===== src/design/lmt_pkg.sv =====
// Purpose: Shared constants and carrier types for the link message transmit control block.
// Assumes: Register indexes sit on 32-bit Wishbone words, byte address = 4 * index.
// Notes:   The link byte period is 1 ms / 4, and bits go out at an eighth of it.
package lmt_pkg;

   // Register indexes; the byte address on the bus is four times the index.
   localparam logic [7:0] IDX_MODE     = 8'h00;
   localparam logic [7:0] IDX_CTRL     = 8'h01;
   localparam logic [7:0] IDX_STATUS   = 8'h12;
   localparam logic [7:0] IDX_BUF_LO   = 8'h30;
   localparam logic [7:0] IDX_BUF_HI   = 8'h37;

   // Mode register fields.
   localparam int MODE_IRQ_EN_BIT = 0;   // parity_mode_irq_enable
   localparam int MODE_E3_BIT     = 1;   // E3 framing mode
   localparam logic [7:0] MODE_RESET = 8'h00;

   // Link control register fields.
   localparam int CTRL_SEND_BIT  = 0;    // send_message_bit
   localparam int CTRL_FCS_BIT   = 1;    // append_check_seq_bit
   localparam int CTRL_ABORT_BIT = 2;    // abort_message_bit
   localparam int CTRL_PTR_LSB   = 3;    // buffer_pointer_field [5:3]
   localparam int CTRL_DIS_BIT   = 6;    // link transmit disable
   localparam logic [7:0] CTRL_RESET = 8'h00;

   // Status register field.
   localparam int STAT_TX_IRQ_BIT = 3;   // tx_link_irq_flag

   // Line patterns, held so that bit 0 goes out first.
   localparam logic [7:0] IDLE_FLAG  = 8'h7e;
   localparam logic [7:0] ABORT_FLAG = 8'h7f;
   localparam logic [7:0] ALL_ONES   = 8'hff;

   // Check sequence: reflected CCITT polynomial, preset to all ones.
   localparam logic [15:0] CRC_POLY   = 16'h8408;
   localparam logic [15:0] CRC_PRESET = 16'hffff;

   // Timing: 1 ms holds 4 byte periods; 8 bits per byte.
   localparam int SERVICE_TIME_US   = 1000;
   localparam int BYTES_PER_SERVICE = 4;
   localparam int CLK_PERIOD_NS     = 10;
   localparam int BYTE_CYCLES       = (SERVICE_TIME_US * 1000 / BYTES_PER_SERVICE) / CLK_PERIOD_NS;
   localparam int BIT_CYCLES        = BYTE_CYCLES / 8;

   // Transmit sequencer states.
   typedef enum logic [2:0] {ST_IDLE, ST_DATA, ST_FCS, ST_FLAG, ST_ABORT, ST_OFF} lmt_state_e;

   // Wishbone classic request and response.
   typedef struct packed {
      logic        cyc;
      logic        stb;
      logic        we;
      logic [9:0]  adr;
      logic [3:0]  sel;
      logic [31:0] dat;
   } lmt_wb_req_s;

   typedef struct packed {
      logic        ack;
      logic [31:0] dat;
   } lmt_wb_rsp_s;

endpackage : lmt_pkg


===== src/design/lmt_tx_ctrl.sv =====
// Purpose: Link message transmit control: buffer, control word, sequencer and interrupt.
// Assumes: One 100 MHz clock, synchronous active-high reset, classic Wishbone slave.
// Notes:   Zero stuffing is not performed; bytes leave the shifter verbatim.
//          Control changes act only at byte boundaries, so the host has a whole
//          byte period of slack after each interrupt before a word is taken.
//          An abort written and withdrawn inside one byte is remembered, so a
//          second control word may follow the abort at once.
//          A host that misses the service time finds the current word reused.
//          The interrupt pin is gated by mode bit 0 only, in either framing mode.
//
// Register access over Wishbone was chosen for this implementation.
`timescale 1ns/1ps

module lmt_tx_ctrl #(
   parameter int BIT_CYCLES = lmt_pkg::BIT_CYCLES   // Clock cycles per link bit.
) (
   input  wire logic                 clk_i,          // System clock.
   input  wire logic                 rst_i,          // Synchronous reset, active high.
   input  wire lmt_pkg::lmt_wb_req_s wb_req_i,       // Wishbone request.
   output      lmt_pkg::lmt_wb_rsp_s wb_rsp_o,       // Wishbone response.
   output      logic                 link_bit_o,     // Serial link bit, from a flip-flop.
   output      logic                 link_bit_stb_o, // Pulse when a new link bit starts.
   output      logic                 link_irq_pin_n_o // Link interrupt, active low level.
);
   import lmt_pkg::*;

   // Counter width; a bit period of up to about sixteen million clocks fits.
   localparam int CW = 24;

   // Refuse a bit period the counter cannot hold.
   if (BIT_CYCLES < 1 || BIT_CYCLES >= (1 << CW)) begin : g_bad_bit_cycles
      $error("BIT_CYCLES out of range");
   end

   // The buffer decode relies on eight entries starting on an eight-aligned index.
   if (IDX_BUF_HI - IDX_BUF_LO != 8'h07 || IDX_BUF_LO[2:0] != 3'h0) begin : g_bad_buf_map
      $error("buffer index range must be eight aligned entries");
   end

   // Last count of a bit period.
   localparam logic [CW-1:0] BIT_LAST = CW'(BIT_CYCLES - 1);

   // All state lives in one record: bus answer, registers, buffer, interrupt flag,
   // sequencer position, check sequence and bit shifter. The shifter holds only the
   // seven bits still to go; bit 0 of a byte is on the line as soon as it loads.
   typedef struct packed {
      logic              ack;
      logic [31:0]       rdat;
      logic [7:0]        mode;
      logic [7:0]        ctrl;
      logic [7:0][7:0]   buf_mem;
      logic              tx_irq;
      logic              abort_pend;
      lmt_state_e        state;
      logic              cur_half;
      logic [1:0]        cur_stop;
      logic              cur_fcs;
      logic [1:0]        idx;
      logic              fcs_second;
      logic [15:0]       crc;
      logic              is_data;
      logic [CW-1:0]     cyc_cnt;
      logic [2:0]        bit_idx;
      logic [6:0]        shreg;
      logic              line;
      logic              tick;
   } lmt_regs_s;

   // Present and next state.
   lmt_regs_s s_q;
   lmt_regs_s s_d;

   // Decode helpers and the byte chosen at a boundary.
   logic       bus_req;
   logic       wr_now;
   logic [7:0] ridx;
   logic [7:0] wbyte;
   logic       link_on;
   logic       tick;
   logic       latch;
   logic [7:0] nb;
   logic       nb_data;
   logic [2:0] ptr;
   logic       abort_set;
   logic       abort_now;

   // Bus decode helpers; only byte lane 0 carries register data.
   assign bus_req = wb_req_i.cyc & wb_req_i.stb;
   // A write lands on the edge where the master sees ack, never earlier.
   assign wr_now  = bus_req & wb_req_i.we & s_q.ack & wb_req_i.sel[0];
   assign ridx    = wb_req_i.adr[9:2];
   assign wbyte   = wb_req_i.dat[7:0];
   assign ptr     = s_q.ctrl[CTRL_PTR_LSB +: 3];
   assign link_on = (s_q.mode[MODE_IRQ_EN_BIT] | s_q.mode[MODE_E3_BIT]) & ~s_q.ctrl[CTRL_DIS_BIT];
   assign tick    = (s_q.cyc_cnt == BIT_LAST);

   // An abort bit seen on any committed control write is kept until the next byte
   // boundary; without it a quick follow-up word would cancel the abort unseen.
   assign abort_set = wr_now & (ridx == IDX_CTRL) & wbyte[CTRL_ABORT_BIT];
   assign abort_now = s_q.ctrl[CTRL_ABORT_BIT] | s_q.abort_pend;

   // The sequencer walks idle flags, data, two check bytes, a closing flag and abort
   // flags. Every decision is taken when bit 7 of a byte has been on the line for a
   // full bit period, so the next byte is loaded and its first bit driven on the
   // same edge; the line never shows a half byte.
   // Bus decode, byte sequencer, check sequence and interrupt flag.
   always_comb begin
      s_d     = s_q;
      latch   = 1'b0;
      nb      = IDLE_FLAG;
      nb_data = 1'b0;

      // Single-wait-state slave: ack one cycle after the request, dropped after one.
      s_d.ack  = bus_req & ~s_q.ack;
      s_d.rdat = 32'h0000_0000;
      // Read data is taken in the request cycle and shown only while ack stands.
      if (bus_req & ~s_q.ack & ~wb_req_i.we) begin
         if (ridx == IDX_MODE) begin
            s_d.rdat[7:0] = s_q.mode;
         end else if (ridx == IDX_CTRL) begin
            s_d.rdat[7:0] = s_q.ctrl;
         end else if (ridx == IDX_STATUS) begin
            s_d.rdat[STAT_TX_IRQ_BIT] = s_q.tx_irq;
         end else if (ridx >= IDX_BUF_LO && ridx <= IDX_BUF_HI) begin
            s_d.rdat[7:0] = s_q.buf_mem[ridx[2:0]];
         end
      end
      // Writes to the status register and to unmapped indexes are dropped.
      if (wr_now) begin
         if (ridx == IDX_MODE) begin
            s_d.mode = wbyte;
         end else if (ridx == IDX_CTRL) begin
            s_d.ctrl   = wbyte;
            s_d.tx_irq = 1'b0;
         end else if (ridx >= IDX_BUF_LO && ridx <= IDX_BUF_HI) begin
            s_d.buf_mem[ridx[2:0]] = wbyte;
         end
      end

      // Bit timing.
      // The counter runs even with the link off, so the boundary grid never shifts.
      s_d.cyc_cnt = tick ? '0 : s_q.cyc_cnt + CW'(1);
      s_d.tick    = tick;

      if (tick && s_q.bit_idx == 3'd7) begin
         // Byte boundary: choose what the next byte is.
         // A message cut by the link going off is dropped; with send still set its block restarts straight after the all-ones bytes.
         if (!link_on) begin
            s_d.state = ST_OFF;
            nb        = ALL_ONES;
         end else begin
            case (s_q.state)
               // Data: finish the block, then check bytes, chain or idle.
               ST_DATA: begin
                  if (abort_now) begin
                     s_d.state = ST_ABORT;
                     nb        = ABORT_FLAG;
                  end else if (s_q.idx == s_q.cur_stop) begin
                     if (s_q.cur_fcs) begin
                        s_d.state      = ST_FCS;
                        s_d.fcs_second = 1'b0;
                        nb             = ~s_q.crc[7:0];
                     end else if (s_q.ctrl[CTRL_SEND_BIT]) begin
                        latch = 1'b1;
                     end else begin
                        s_d.state = ST_IDLE;
                        nb        = IDLE_FLAG;
                     end
                  end else begin
                     s_d.idx = s_q.idx + 2'd1;
                     nb      = s_q.buf_mem[{s_q.cur_half, s_d.idx}];
                     nb_data = 1'b1;
                  end
               end
               // Check bytes go out low byte first, inverted.
               ST_FCS: begin
                  if (abort_now) begin
                     s_d.state = ST_ABORT;
                     nb        = ABORT_FLAG;
                  end else if (!s_q.fcs_second) begin
                     s_d.fcs_second = 1'b1;
                     nb             = ~s_q.crc[15:8];
                  end else begin
                     s_d.state = ST_FLAG;
                     nb        = IDLE_FLAG;
                  end
               end
               // Abort flags repeat until the bit is withdrawn.
               ST_ABORT: begin
                  if (s_q.ctrl[CTRL_ABORT_BIT]) begin
                     nb = ABORT_FLAG;
                  end else if (s_q.ctrl[CTRL_SEND_BIT]) begin
                     s_d.state = ST_FLAG;
                     nb        = IDLE_FLAG;
                  end else begin
                     s_d.state = ST_IDLE;
                     nb        = IDLE_FLAG;
                  end
               end
               // Between messages a send word starts a new block and raises the interrupt.
               ST_IDLE, ST_FLAG, ST_OFF: begin
                  if (s_q.ctrl[CTRL_SEND_BIT] && !s_q.ctrl[CTRL_ABORT_BIT]) begin
                     latch   = 1'b1;
                     s_d.crc = CRC_PRESET;
                  end else begin
                     s_d.state = ST_IDLE;
                     nb        = IDLE_FLAG;
                  end
               end
               // Unreachable codes fall back to idle flags.
               default: begin
                  s_d.state = ST_IDLE;
                  nb        = IDLE_FLAG;
               end
            endcase
         end

         // Capture the control word and open the block it points at.
         // The interrupt set here wins over a control write in the same cycle.
         if (latch) begin
            s_d.state    = ST_DATA;
            s_d.cur_half = ptr[2];
            s_d.cur_stop = ptr[1:0];
            s_d.cur_fcs  = s_q.ctrl[CTRL_FCS_BIT];
            s_d.idx      = 2'd0;
            nb           = s_q.buf_mem[{ptr[2], 2'd0}];
            nb_data      = 1'b1;
            s_d.tx_irq   = 1'b1;
         end

         // Load the chosen byte; bit 0 goes on the line now, LSB first.
         s_d.is_data = nb_data;
         s_d.line    = nb[0];
         s_d.shreg   = nb[7:1];
         s_d.bit_idx = 3'd0;
      end else if (tick) begin
         s_d.line    = s_q.shreg[0];
         s_d.shreg   = {1'b1, s_q.shreg[6:1]};
         s_d.bit_idx = s_q.bit_idx + 3'd1;
      end

      // A pending abort is consumed at each boundary; one set in this cycle still wins.
      if (tick && s_q.bit_idx == 3'd7) begin
         s_d.abort_pend = abort_set;
      end else if (abort_set) begin
         s_d.abort_pend = 1'b1;
      end

      // Each data bit is folded into the check sequence as it goes on the line.
      // Flags, abort and check bytes are kept out, so the check covers data only.
      if (tick && s_d.is_data) begin
         s_d.crc = {1'b0, s_d.crc[15:1]} ^ ((s_d.crc[0] ^ s_d.line) ? CRC_POLY : 16'h0000);
      end
   end

   // State register; all-ones bytes go out from reset because the mode register is zero.
   // Bit 7 and a shifter of ones put the first boundary one bit period after reset.
   always_ff @(posedge clk_i) begin
      if (rst_i) begin
         s_q          <= '0;
         s_q.mode     <= MODE_RESET;
         s_q.ctrl     <= CTRL_RESET;
         s_q.state    <= ST_IDLE;
         s_q.crc      <= CRC_PRESET;
         s_q.bit_idx  <= 3'd7;
         s_q.shreg    <= 7'h7f;
         s_q.line     <= 1'b1;
      end else begin
         s_q <= s_d;
      end
   end

   // Every output but the interrupt pin comes straight from a register; the pin is a gate of two registers.
   assign wb_rsp_o.ack     = s_q.ack;
   assign wb_rsp_o.dat     = s_q.rdat;
   assign link_bit_o       = s_q.line;
   assign link_bit_stb_o   = s_q.tick;
   // Level output held until the control register is written; clearing mode bit 0 masks it meanwhile.
   assign link_irq_pin_n_o = ~(s_q.tx_irq & s_q.mode[MODE_IRQ_EN_BIT]);

endmodule : lmt_tx_ctrl


===== config.mk =====
export PLATFORM = sky130hd
export DESIGN_NAME = lmt_tx_ctrl
export DESIGN_NICKNAME = d
export VERILOG_FILES = /design/src/design/lmt_pkg.sv /design/src/design/lmt_tx_ctrl.sv
export SDC_FILE = /design/constraint.sdc
export NUM_CORES = 1
export LEC_CHECK = 0
export BUFFER_PORTS_ARGS = -buffer_cell sky130_fd_sc_hd__buf_2
export CORE_MARGIN = 2
export CORE_UTILIZATION = 52
export DETAILED_ROUTE_END_ITERATION = 12
export PLACE_DENSITY = 0.72
export SKIP_LAST_GASP = 1
export SYNTH_ARGS = -nofsm -noshare
export SYNTH_HDL_FRONTEND = slang
export SYNTH_SLANG_ARGS = --single-unit

===== constraint.sdc =====
create_clock -name clk_i -period 5.3 [get_ports clk_i]
set_input_delay 0.795 -clock clk_i [delete_from_list [all_inputs] [get_ports clk_i]]
set_output_delay 0.795 -clock clk_i [all_outputs]
set_load 0.005 [all_outputs]

Yosys cells after proc, flatten, opt, wreduce, memory -nomap -nowiden --
Cells that the tools add are included.
Storage, ports and cells: flip-flop bits (word level) 178, output and inout port bits 36, logic and storage cells 175
Cells by class: $add $sub $neg 3, order comparisons 6, eq/ne operators 21, muxes and demuxes 71, bitwise logic cells 23, reduce and logical (&&, ||, !) cells 23
Operator list (count):
- $mux 8 | 15
- $bwmux 64 | 1
- $mux 16 | 4
- $bmux 8 s3 | 2
- $mux 3 | 11
- $add 24x1->24 const B | 1
- $demux 8 s3 | 1
- $eq 24x12->1 const B | 1
- $mux 1 | 24
- $pmux 8 s3 | 1
- $mux 11 | 2
- $mux 19 | 1
- $mux 17 | 1
- $not 8->8 | 2
- $xor 15x16->16 | 1
- $lt 3x4->1 const B | 3
- $pmux 3 s4 | 1
- $and 1x1->1 | 10
- $ne 5x5->1 const B | 2
- $reduce_bool 2->1 | 5
- $eq 3x3->1 const B | 3
- $mux 9 | 1
- $eq 8x1->1 const B | 1
- $eq 8x5->1 const B | 1
- other kinds (30) | 52

Logic depth before layout (Yosys ltp) --
Gate-level depths: netlist (run 1).
depth after elaboration 13, mapped depth 11, depth with buffers taken out 9

Least setup slack after synthesis (run 1) --
OpenSTA, ideal clock, no wires.
kind input-to-reg, start point in wb_req_i[41] in the netlist's numbering, end point reg s_q[137] in the netlist's numbering, data arrival time 2456 ps, path slack 2716 ps, stages on the path 7, cell sequence nor3_1 -> nand2_1 -> nor4_1 -> and2_1 -> buf_4 -> mux2i_1 -> nor2_1
Between the ends: word-level cells in the longest chain between the ends 2
Ends and longest elaborated chain:
- start: declaration | RTL line lmt_tx_ctrl.sv:19 | input wire lmt_pkg::lmt_wb_req_s wb_req_i,
- $logic_not 8->1 | RTL line lmt_tx_ctrl.sv:130 | if (ridx == IDX_MODE) begin
- $reduce_and 2->1 (no line)
- end: declaration | RTL line lmt_tx_ctrl.sv:70 | lmt_regs_s s_q;
No other way between the ends. A chain may end at the register's enable or synchronous reset.

Final worst setup path (run 1) --
start point reg s_q[12] in the netlist's numbering, end point reg s_q[41] in the netlist's numbering
Between the ends: word-level cells in the longest chain between the ends 5, elaborated cells on any way between the ends 6, those cells by class eq/ne: 1; mux: 2; bitwise: 1; reduce/logical: 2
Ends and longest elaborated chain:
- $eq 24x12->1 (*) | RTL line lmt_tx_ctrl.sv:95 | assign tick = (s_q.cyc_cnt == BIT_LAST);
- $logic_and 1x1->1 | RTL line lmt_tx_ctrl.sv:145 | if (tick && s_q.bit_idx == 3'd7) begin
- $mux 17 | RTL line lmt_tx_ctrl.sv:145
- $xor 15x16->16 or $logic_and 1x1->1 (tied branches) | RTL line lmt_tx_ctrl.sv:252, lmt_tx_ctrl.sv:251
- $mux 16 (*) | RTL line lmt_tx_ctrl.sv:251 | if (tick && s_d.is_data) begin
Every way passes the cells marked *; elsewhere a longest branch is shown, timed or not.

==> out/qor.yml, run 1 <==
cts_tree: "done"
ys_ff_latch: 154
clk_latency_ps: 430
synth_cell_types: 59
postCtsResizedCells: 0
timing.rr.end: "s_q[41]$_SDFF_PP1_"
sequentialPowerShare_pct: 47.8
grt_pass1_vias: 5548
max_freq_ghz: 0.322
finalCritPeriodShare_pct: 58.6
synth_cells: 842
worstHoldStart: "s_q[36]$_SDFF_PP0_"
drc: 0
hold_slack_ps: 457
cts-root-buf: "clkbuf_16"
ios: 87
p_leak_nw: 3.26
drt_iter0_markers: 569
p_comb_share_pct: 3.5
hold_viol: 0
globalRouteOverflowTotal: 0
synth_edf_count: 0
synth_largest_area_cell: "dfxtp_1"
crit_end: "s_q[41]$_SDFF_PP1_"
yosysMostFrequentCell: "dfxtp_1"
slew_violations: 0
worst_slew_pin_slew_ps: 1260
dp_hpwl_um: 12200
worstSetupStartpointType: "register"
wire_per_inst_um: 17.9
design.core.area_mm2: 0.0146
relSlewSlack_pct: 15.6
die_area_mm2: 0.0160
h-tree-depth: 4
grt_max_degree: 76
grt_pass1_wl_um: 29700
area_delta_synth_final_pct: 7.68
io_buffers: 33
synth-main-ff-cell: "dfxtp_1"
clk_pin_slew_worst_paths_ps: 70
routabilityCongestion: 0.917
ys_seq_area_share_pct: 39.6
start_util_pct: 53.4
multiInputGateArea_mm2: 0.00424
worstPathCellList: "inv_1 -> ha_1 -> nor4b_1 -> nand4_1 -> or3_1 -> o31a_1 -> mux2i_1 -> nand2_1"
postCtsSetupRepairBufs: 0
drv_cap: 0
crit_start: "s_q[12]$_SDFF_PP0_"
ys_top_cells_by_count: "154 x dfxtp_1, 152 x nor2_1, 111 x mux2i_1"
clk_path_buf_depth: 2
cp_num_buf_inv: 1
fin_nets: 884
cp_max_fo: 24
antenna_found_initial: 0
synthTopCellsByArea: "dfxtp_1 40%, mux2i_1 14%, nor2_1 7.3%"
synth_top_area_share_pct: 39.6
cp.arrival_ps: 3380
peakVddDrop_mv: 0.224
finClkSkew_ps: 9.77
numCtsBuffers: 17
final.min_clock_period_ps: 3110
rr_worst_depth: 8
syn_area_per_cell_um2: 9.25
worstSetupPathDepth: 8
reg2reg_from: "s_q[12]$_SDFF_PP0_"
ant_nets: 0
fillCellCount: 1308
postCtsHoldBufs: 0
r2r_slack_ps: 2190
cts_sinks: 154
placement_rows: 44
netSwitchingFraction_pct: 24.3
die_x_um: 126
regArea_mm2: 0.00308
firstDrtPassIters: 8
rsz0062_at_grt: "false"
tns_ps: 0
clkPwrFrac_pct: 48.7
die-height_um: 126
grt_usage_pct: 23.3
status: "finished, final reports clean"
diodes: 0
vias_per_cell: 5.94
cp-end-kind: "register"
p_per_area_mw_per_mm2: 289
slowest_stage: "or3_1"
num_vias: 6097
syn_area_mm2: 0.00779
layout-drive-gt1-share_pct: 13.8
critPathTopFamily: "simple AND/OR/NAND/NOR gates"
p_sw_w: 0.000589
yosysWarnings: 0
crit_required_ps: 5580
async_reset_ff_share_pct: 0
setup_violations: 0
intPower_w: 0.00184
hold_path.class: "reg -> reg"
timing_worst_setup_path_type: "reg -> reg"
routed_wl_um: 18400
crit_path_max_incr_delay_ps: 770
-- power by group through the flow --
| stage | clock network (W) | registers, W | logic (W) |
|---|---|---|---|
| after floorplan | 0 | 0.00119 | 0.0000698 |
| after global placement | 0 | 0.00119 | 0.0000816 |
| after detailed placement | 0 | 0.00119 | 0.0000819 |
| after CTS | 0.00119 | 0.00116 | 0.0000824 |
| after global routing | 0.00125 | 0.00116 | 0.0000914 |
| final | 0.00118 | 0.00116 | 0.0000841 |
-- placed cells by master, fill, tap and decap left out, drive strengths merged, types with 6 or more instances in the layout --
cell type	n
a311oi	6
inv	17
mux2	14
clkbuf	18
a211oi	7
nand3	12
xor2	16
a21oi	36
nand2	45
nor4	6
nor2	152
buf	39
and3	8
a222oi	6
nor3	14
dfxtp	154
conb	24
nand2b	9
a211o	11
xnor2	12
nand4	7
o22ai	12
a2111oi	13
o21ai	14
clkinv	7
mux2i	111
mux4	20
-- routing by layer --
layer / part of all wire [%] / up-vias / wire [um] / GRT usage [%]
met5: 0 / - / 0 / 0
met4: 2.2 / 0 / 401 / 7.30
met3: 6.8 / 32 / 1250 / 4.89
met2: 44 / 229 / 8110 / 35.2
met1: 47 / 2911 / 8630 / 33.5
li1: - / 2925 / - / -
-- how the worst min path moves through the flow --
stage                           end  cells after the start
4_1_cts          s_q[36]$_SDFF_PP0_                      2
2_1_floorplan   s_q[3]$_SDFFE_PP1P_                      1
3_5_place_dp     s_q[36]$_SDFF_PP0_                      2
3_3_place_gp     s_q[36]$_SDFF_PP0_                      2
5_1_grt        s_q[10]$_SDFFE_PP1P_                      1
6_report         s_q[36]$_SDFF_PP0_                      2
-- kinds of logic after synthesis --
| kind of cell | after synthesis | share of synthesized area (%) |
|---|---|---|
| and+or+nand+nor | 277 | 16.0 |
| DFF | 154 | 39.6 |
| muxes | 145 | 22.1 |
| AOI/OAI and AO/OA | 126 | 11.4 |
| buffers and inverters | 107 | 7.16 |
| xor gates and xnor gates | 28 | 3.15 |
| adders and majority gates | 4 | 0.642 |
| other | 1 | 0.0481 |
-- sequential cells by signal (all words and copies together), names as in the netlist --
register	count
link_bit_o	1
ptr	3
wb_rsp_o	9
link_bit_stb_o	1
s_q	140
-- metrics by stage --
stage	util [%]	setup WS, ps	instance area [um^2]	total power, W	std cells
2_1_floorplan	-	2720	7880	0.00126	865
5_1_grt	57.5	1950	8390	0.00250	1026
3_5_place_dp	53.6	2140	7820	0.00127	994
4_1_cts	57.5	2160	8390	0.00244	1026
6_report	57.5	2190	8390	0.00243	1026
3_3_place_gp	53.6	2170	7820	0.00127	994
-- worst reg2reg max path, delay by kind of cell (launching register included) --
kind | cells | cell delay, ps
simple gates | 4 | 1370
compound gates | 1 | 720
flops | 1 | 350
mux | 1 | 290
fa+ha+maj | 1 | 150
buf+inv | 1 | 70
-- final cells by class --
class                   count  share of cell area (%)
flip-flops and latches    154                    36.8
inverters                  13                   0.582
clock buffers              18                    5.12
repair buffers             39                    2.54
clock inverters            14                    1.70
well taps                 184                    2.74
multi-input cells         604                    50.6
(Power assumes the default switching activity.)
==> run 2, diff against run 1 <==
==> constraint.sdc (replaced) <==
create_clock -name clk_i -period 3.1 [get_ports clk_i]
set_input_delay 0.465 -clock clk_i [delete_from_list [all_inputs] [get_ports clk_i]]
set_output_delay 0.465 -clock clk_i [all_outputs]
set_load 0.005 [all_outputs]
==> out/qor.yml, run 2 (synthesized netlist as in run 1, its figures left out) <==
status: "finished, final reports clean"  # unchanged
routed_wl_um: 18700  # was 18,400 um
clkPwrFrac_pct: 47.5  # was 48.7%
final_area_mm2: 0.00852  # was 0.00839 mm^2
grt_pass1_wl_um: 30100  # was 29,700 um
intPower_w: 0.00308  # was 0.00184 W
placement_rows: 44  # unchanged
highest_layer: "met4"  # unchanged
ios: 87  # unchanged
wire_per_inst_um: 17.9  # about the same
cts_tree: "done"  # unchanged
design.core.area_mm2: 0.0146  # unchanged
hold_path.class: "in -> reg"  # was reg -> reg
p_sw_w: 0.000985  # was 0.000589 W
dr_wl_met2_um: 8340  # was 8110 um
cts-root-buf: "clkbuf_16"  # unchanged
area_delta_synth_final_pct: 9.40  # was 7.68%
final_common_cell: "dfxtp_1"  # unchanged
cp-end-kind: "register"  # unchanged
worstPathCellList: "inv_1 -> ha_1 -> nor4b_1 -> nand4_1 -> or3_1 -> o31a_1 -> a21oi_1 -> o21ai_1"  # was inv_1 -> ha_1 -> nor4b_1 -> nand4_1 -> or3_1 -> o31a_1 -> mux2i_1 -> nand2_1
dp_hpwl_um: 12700  # was 12,200 um
peakVddDrop_mv: 0.373  # was 0.224 mV
clk_pin_slew_worst_paths_ps: 70  # about the same
netSwitchingFraction_pct: 24.2  # was 24.3%
finClkSkew_ps: 12.0  # was 9.77 ps
hold_viol: 0  # unchanged
postCtsSetupRepairBufs: 0  # unchanged
num_vias: 6154  # was 6,097
firstDrtPassIters: 6  # was 8
worst_slew_pin_slew_ps: 950  # was 1260 ps
slew_violations: 0  # unchanged
cp_max_fo: 19  # was 24
diodes: 0  # unchanged
drv_cap: 0  # unchanged
setup_violations: 0  # unchanged
ant_nets: 0  # unchanged
die-height_um: 126  # unchanged
largest_reg_flops: 140  # unchanged
max_freq_ghz: 0.371  # was 0.322 GHz
io_buffers: 33  # unchanged
final_cell_mix: "154 x dfxtp_1, 152 x nor2_1, 111 x mux2i_1"  # unchanged
rr_worst_depth: 8  # unchanged
layout-drive-gt1-share_pct: 15.8  # was 13.8%
dr_wl_met3_um: 1310  # was 1250 um
sequentialPowerShare_pct: 48.8  # was 47.8%
clk_latency_ps: 430  # about the same
tns_ps: 0  # unchanged
die_x_um: 126  # unchanged
rsz0062_at_grt: "false"  # unchanged
grt_max_degree: 45  # was 76
slowest_stage: "o31a_1"  # was or3_1
p_leak_nw: 3.36  # was 3.26 nW
p_per_area_mw_per_mm2: 477  # was 289 mW/mm^2
crit_path_max_incr_delay_ps: 630  # was 770 ps
die_area_mm2: 0.0160  # unchanged
vias_per_cell: 5.89  # was 5.94
m1WireLength_um: 8790  # was 8630 um
globalRouteOverflowTotal: 0  # unchanged
p_comb_share_pct: 3.6  # was 3.5%
multiInputGateArea_mm2: 0.00424  # unchanged
fillCellCount: 1276  # was 1,308
final.min_clock_period_ps: 2700  # was 3110 ps
relSlewSlack_pct: 36.7  # was 15.6%
numCtsBuffers: 17  # unchanged
drc: 0  # unchanged
cp.arrival_ps: 2970  # was 3380 ps
worstSetupStartpointType: "register"  # unchanged
routabilityCongestion: 0.860  # was 0.917
postCtsHoldBufs: 0  # unchanged
fin_nets: 903  # was 884
h-tree-depth: 4  # unchanged
postCtsResizedCells: 0  # unchanged
start_util_pct: 53.4  # unchanged
clk_path_buf_depth: 2  # unchanged
finalCritPeriodShare_pct: 86.9  # was 58.6%
crit_required_ps: 3370  # was 5580 ps
grt_usage_pct: 23.8  # was 23.3%
grt_pass1_vias: 5720  # was 5,548
drt_iter0_markers: 559  # was 569
timing_worst_setup_path_type: "reg -> reg"  # unchanged
top_register: "s_q"  # unchanged
place_area_mm2: 0.00797  # was 0.00782 mm^2
regArea_mm2: 0.00308  # unchanged
cts_sinks: 154  # unchanged
hold_depth: 3  # was 2
antenna_found_initial: 0  # unchanged
## run 2: cell types whose count changed in the layout (fill, tap and decap cells not counted), moves of 2 or more
cell / change
buf_4: +18
clkinv_2: +2
clkinv_4: -2
inv_6: +2
## run 2: worst paths after layout
kind | start | end | slack (ps)
worst max-delay path | s_q[12]$_SDFF_PP0_ | s_q[47]$_SDFF_PP1_ | 400
worst min-delay path | wb_req_i[47] | wb_rsp_o[32]$_SDFF_PP0_ | 320
worst max register to register | s_q[12]$_SDFF_PP0_ | s_q[47]$_SDFF_PP1_ | 400
worst min register to register | wb_rsp_o[32]$_SDFF_PP0_ | wb_rsp_o[32]$_SDFF_PP0_ | 450
## run 2: stage by stage
| stage | hold slack, ps | setup WS, ps | power (W) | std cells | utilization [%] |
|---|---|---|---|---|---|
| global route | 363 | 128 | 0.00419 | 1045 | 58.4 |
| CTS | 315 | 382 | 0.00409 | 1045 | 58.4 |
| global placement | 444 | 415 | 0.00217 | 1013 | 54.6 |
| finish | 325 | 405 | 0.00407 | 1045 | 58.4 |
| detailed placement | 445 | 400 | 0.00217 | 1013 | 54.6 |
| floorplan | 436 | 755 | 0.00215 | 865 | - |
## run 2: area by class of cell
| type | count | area share (%) |
|---|---|---|
| Clock inverter | 14 | 1.31 |
| Sequential cell | 154 | 36.2 |
| Timing Repair Buffer | 58 | 4.32 |
| Multi-Input combinational cell | 604 | 49.8 |
| Tap cell | 184 | 2.70 |
| Clock buffer | 18 | 5.15 |
| Inverter | 13 | 0.573 |
## run 2: power by group through the flow
stage	Clock (W)	Combinational [W]	Sequential [W]
finish	0.00193	0.000146	0.00199
detailed placement	0	0.000143	0.00203
global route	0.00204	0.000160	0.00199
floorplan	0	0.000119	0.00203
global placement	0	0.000142	0.00203
CTS	0.00196	0.000144	0.00199
## run 2: critical path, delay by kind of cell (launching register included)
family,cells,cell delay (ps)
and+or+nand+nor,3,1030
adders and majority gates,1,130
DFF,1,340
AOI/OAI and AO/OA,3,950
buffers and inverters,1,70
## run 2: metal layers
| layer | global-route usage, % | vias to the layer above |
|---|---|---|
| met5 | 0 | - |
| met4 | 7.76 | 0 |
| met3 | 4.22 | 20 |
| met2 | 36.0 | 227 |
| met1 | 34.6 | 2944 |
| li1 | - | 2963 |
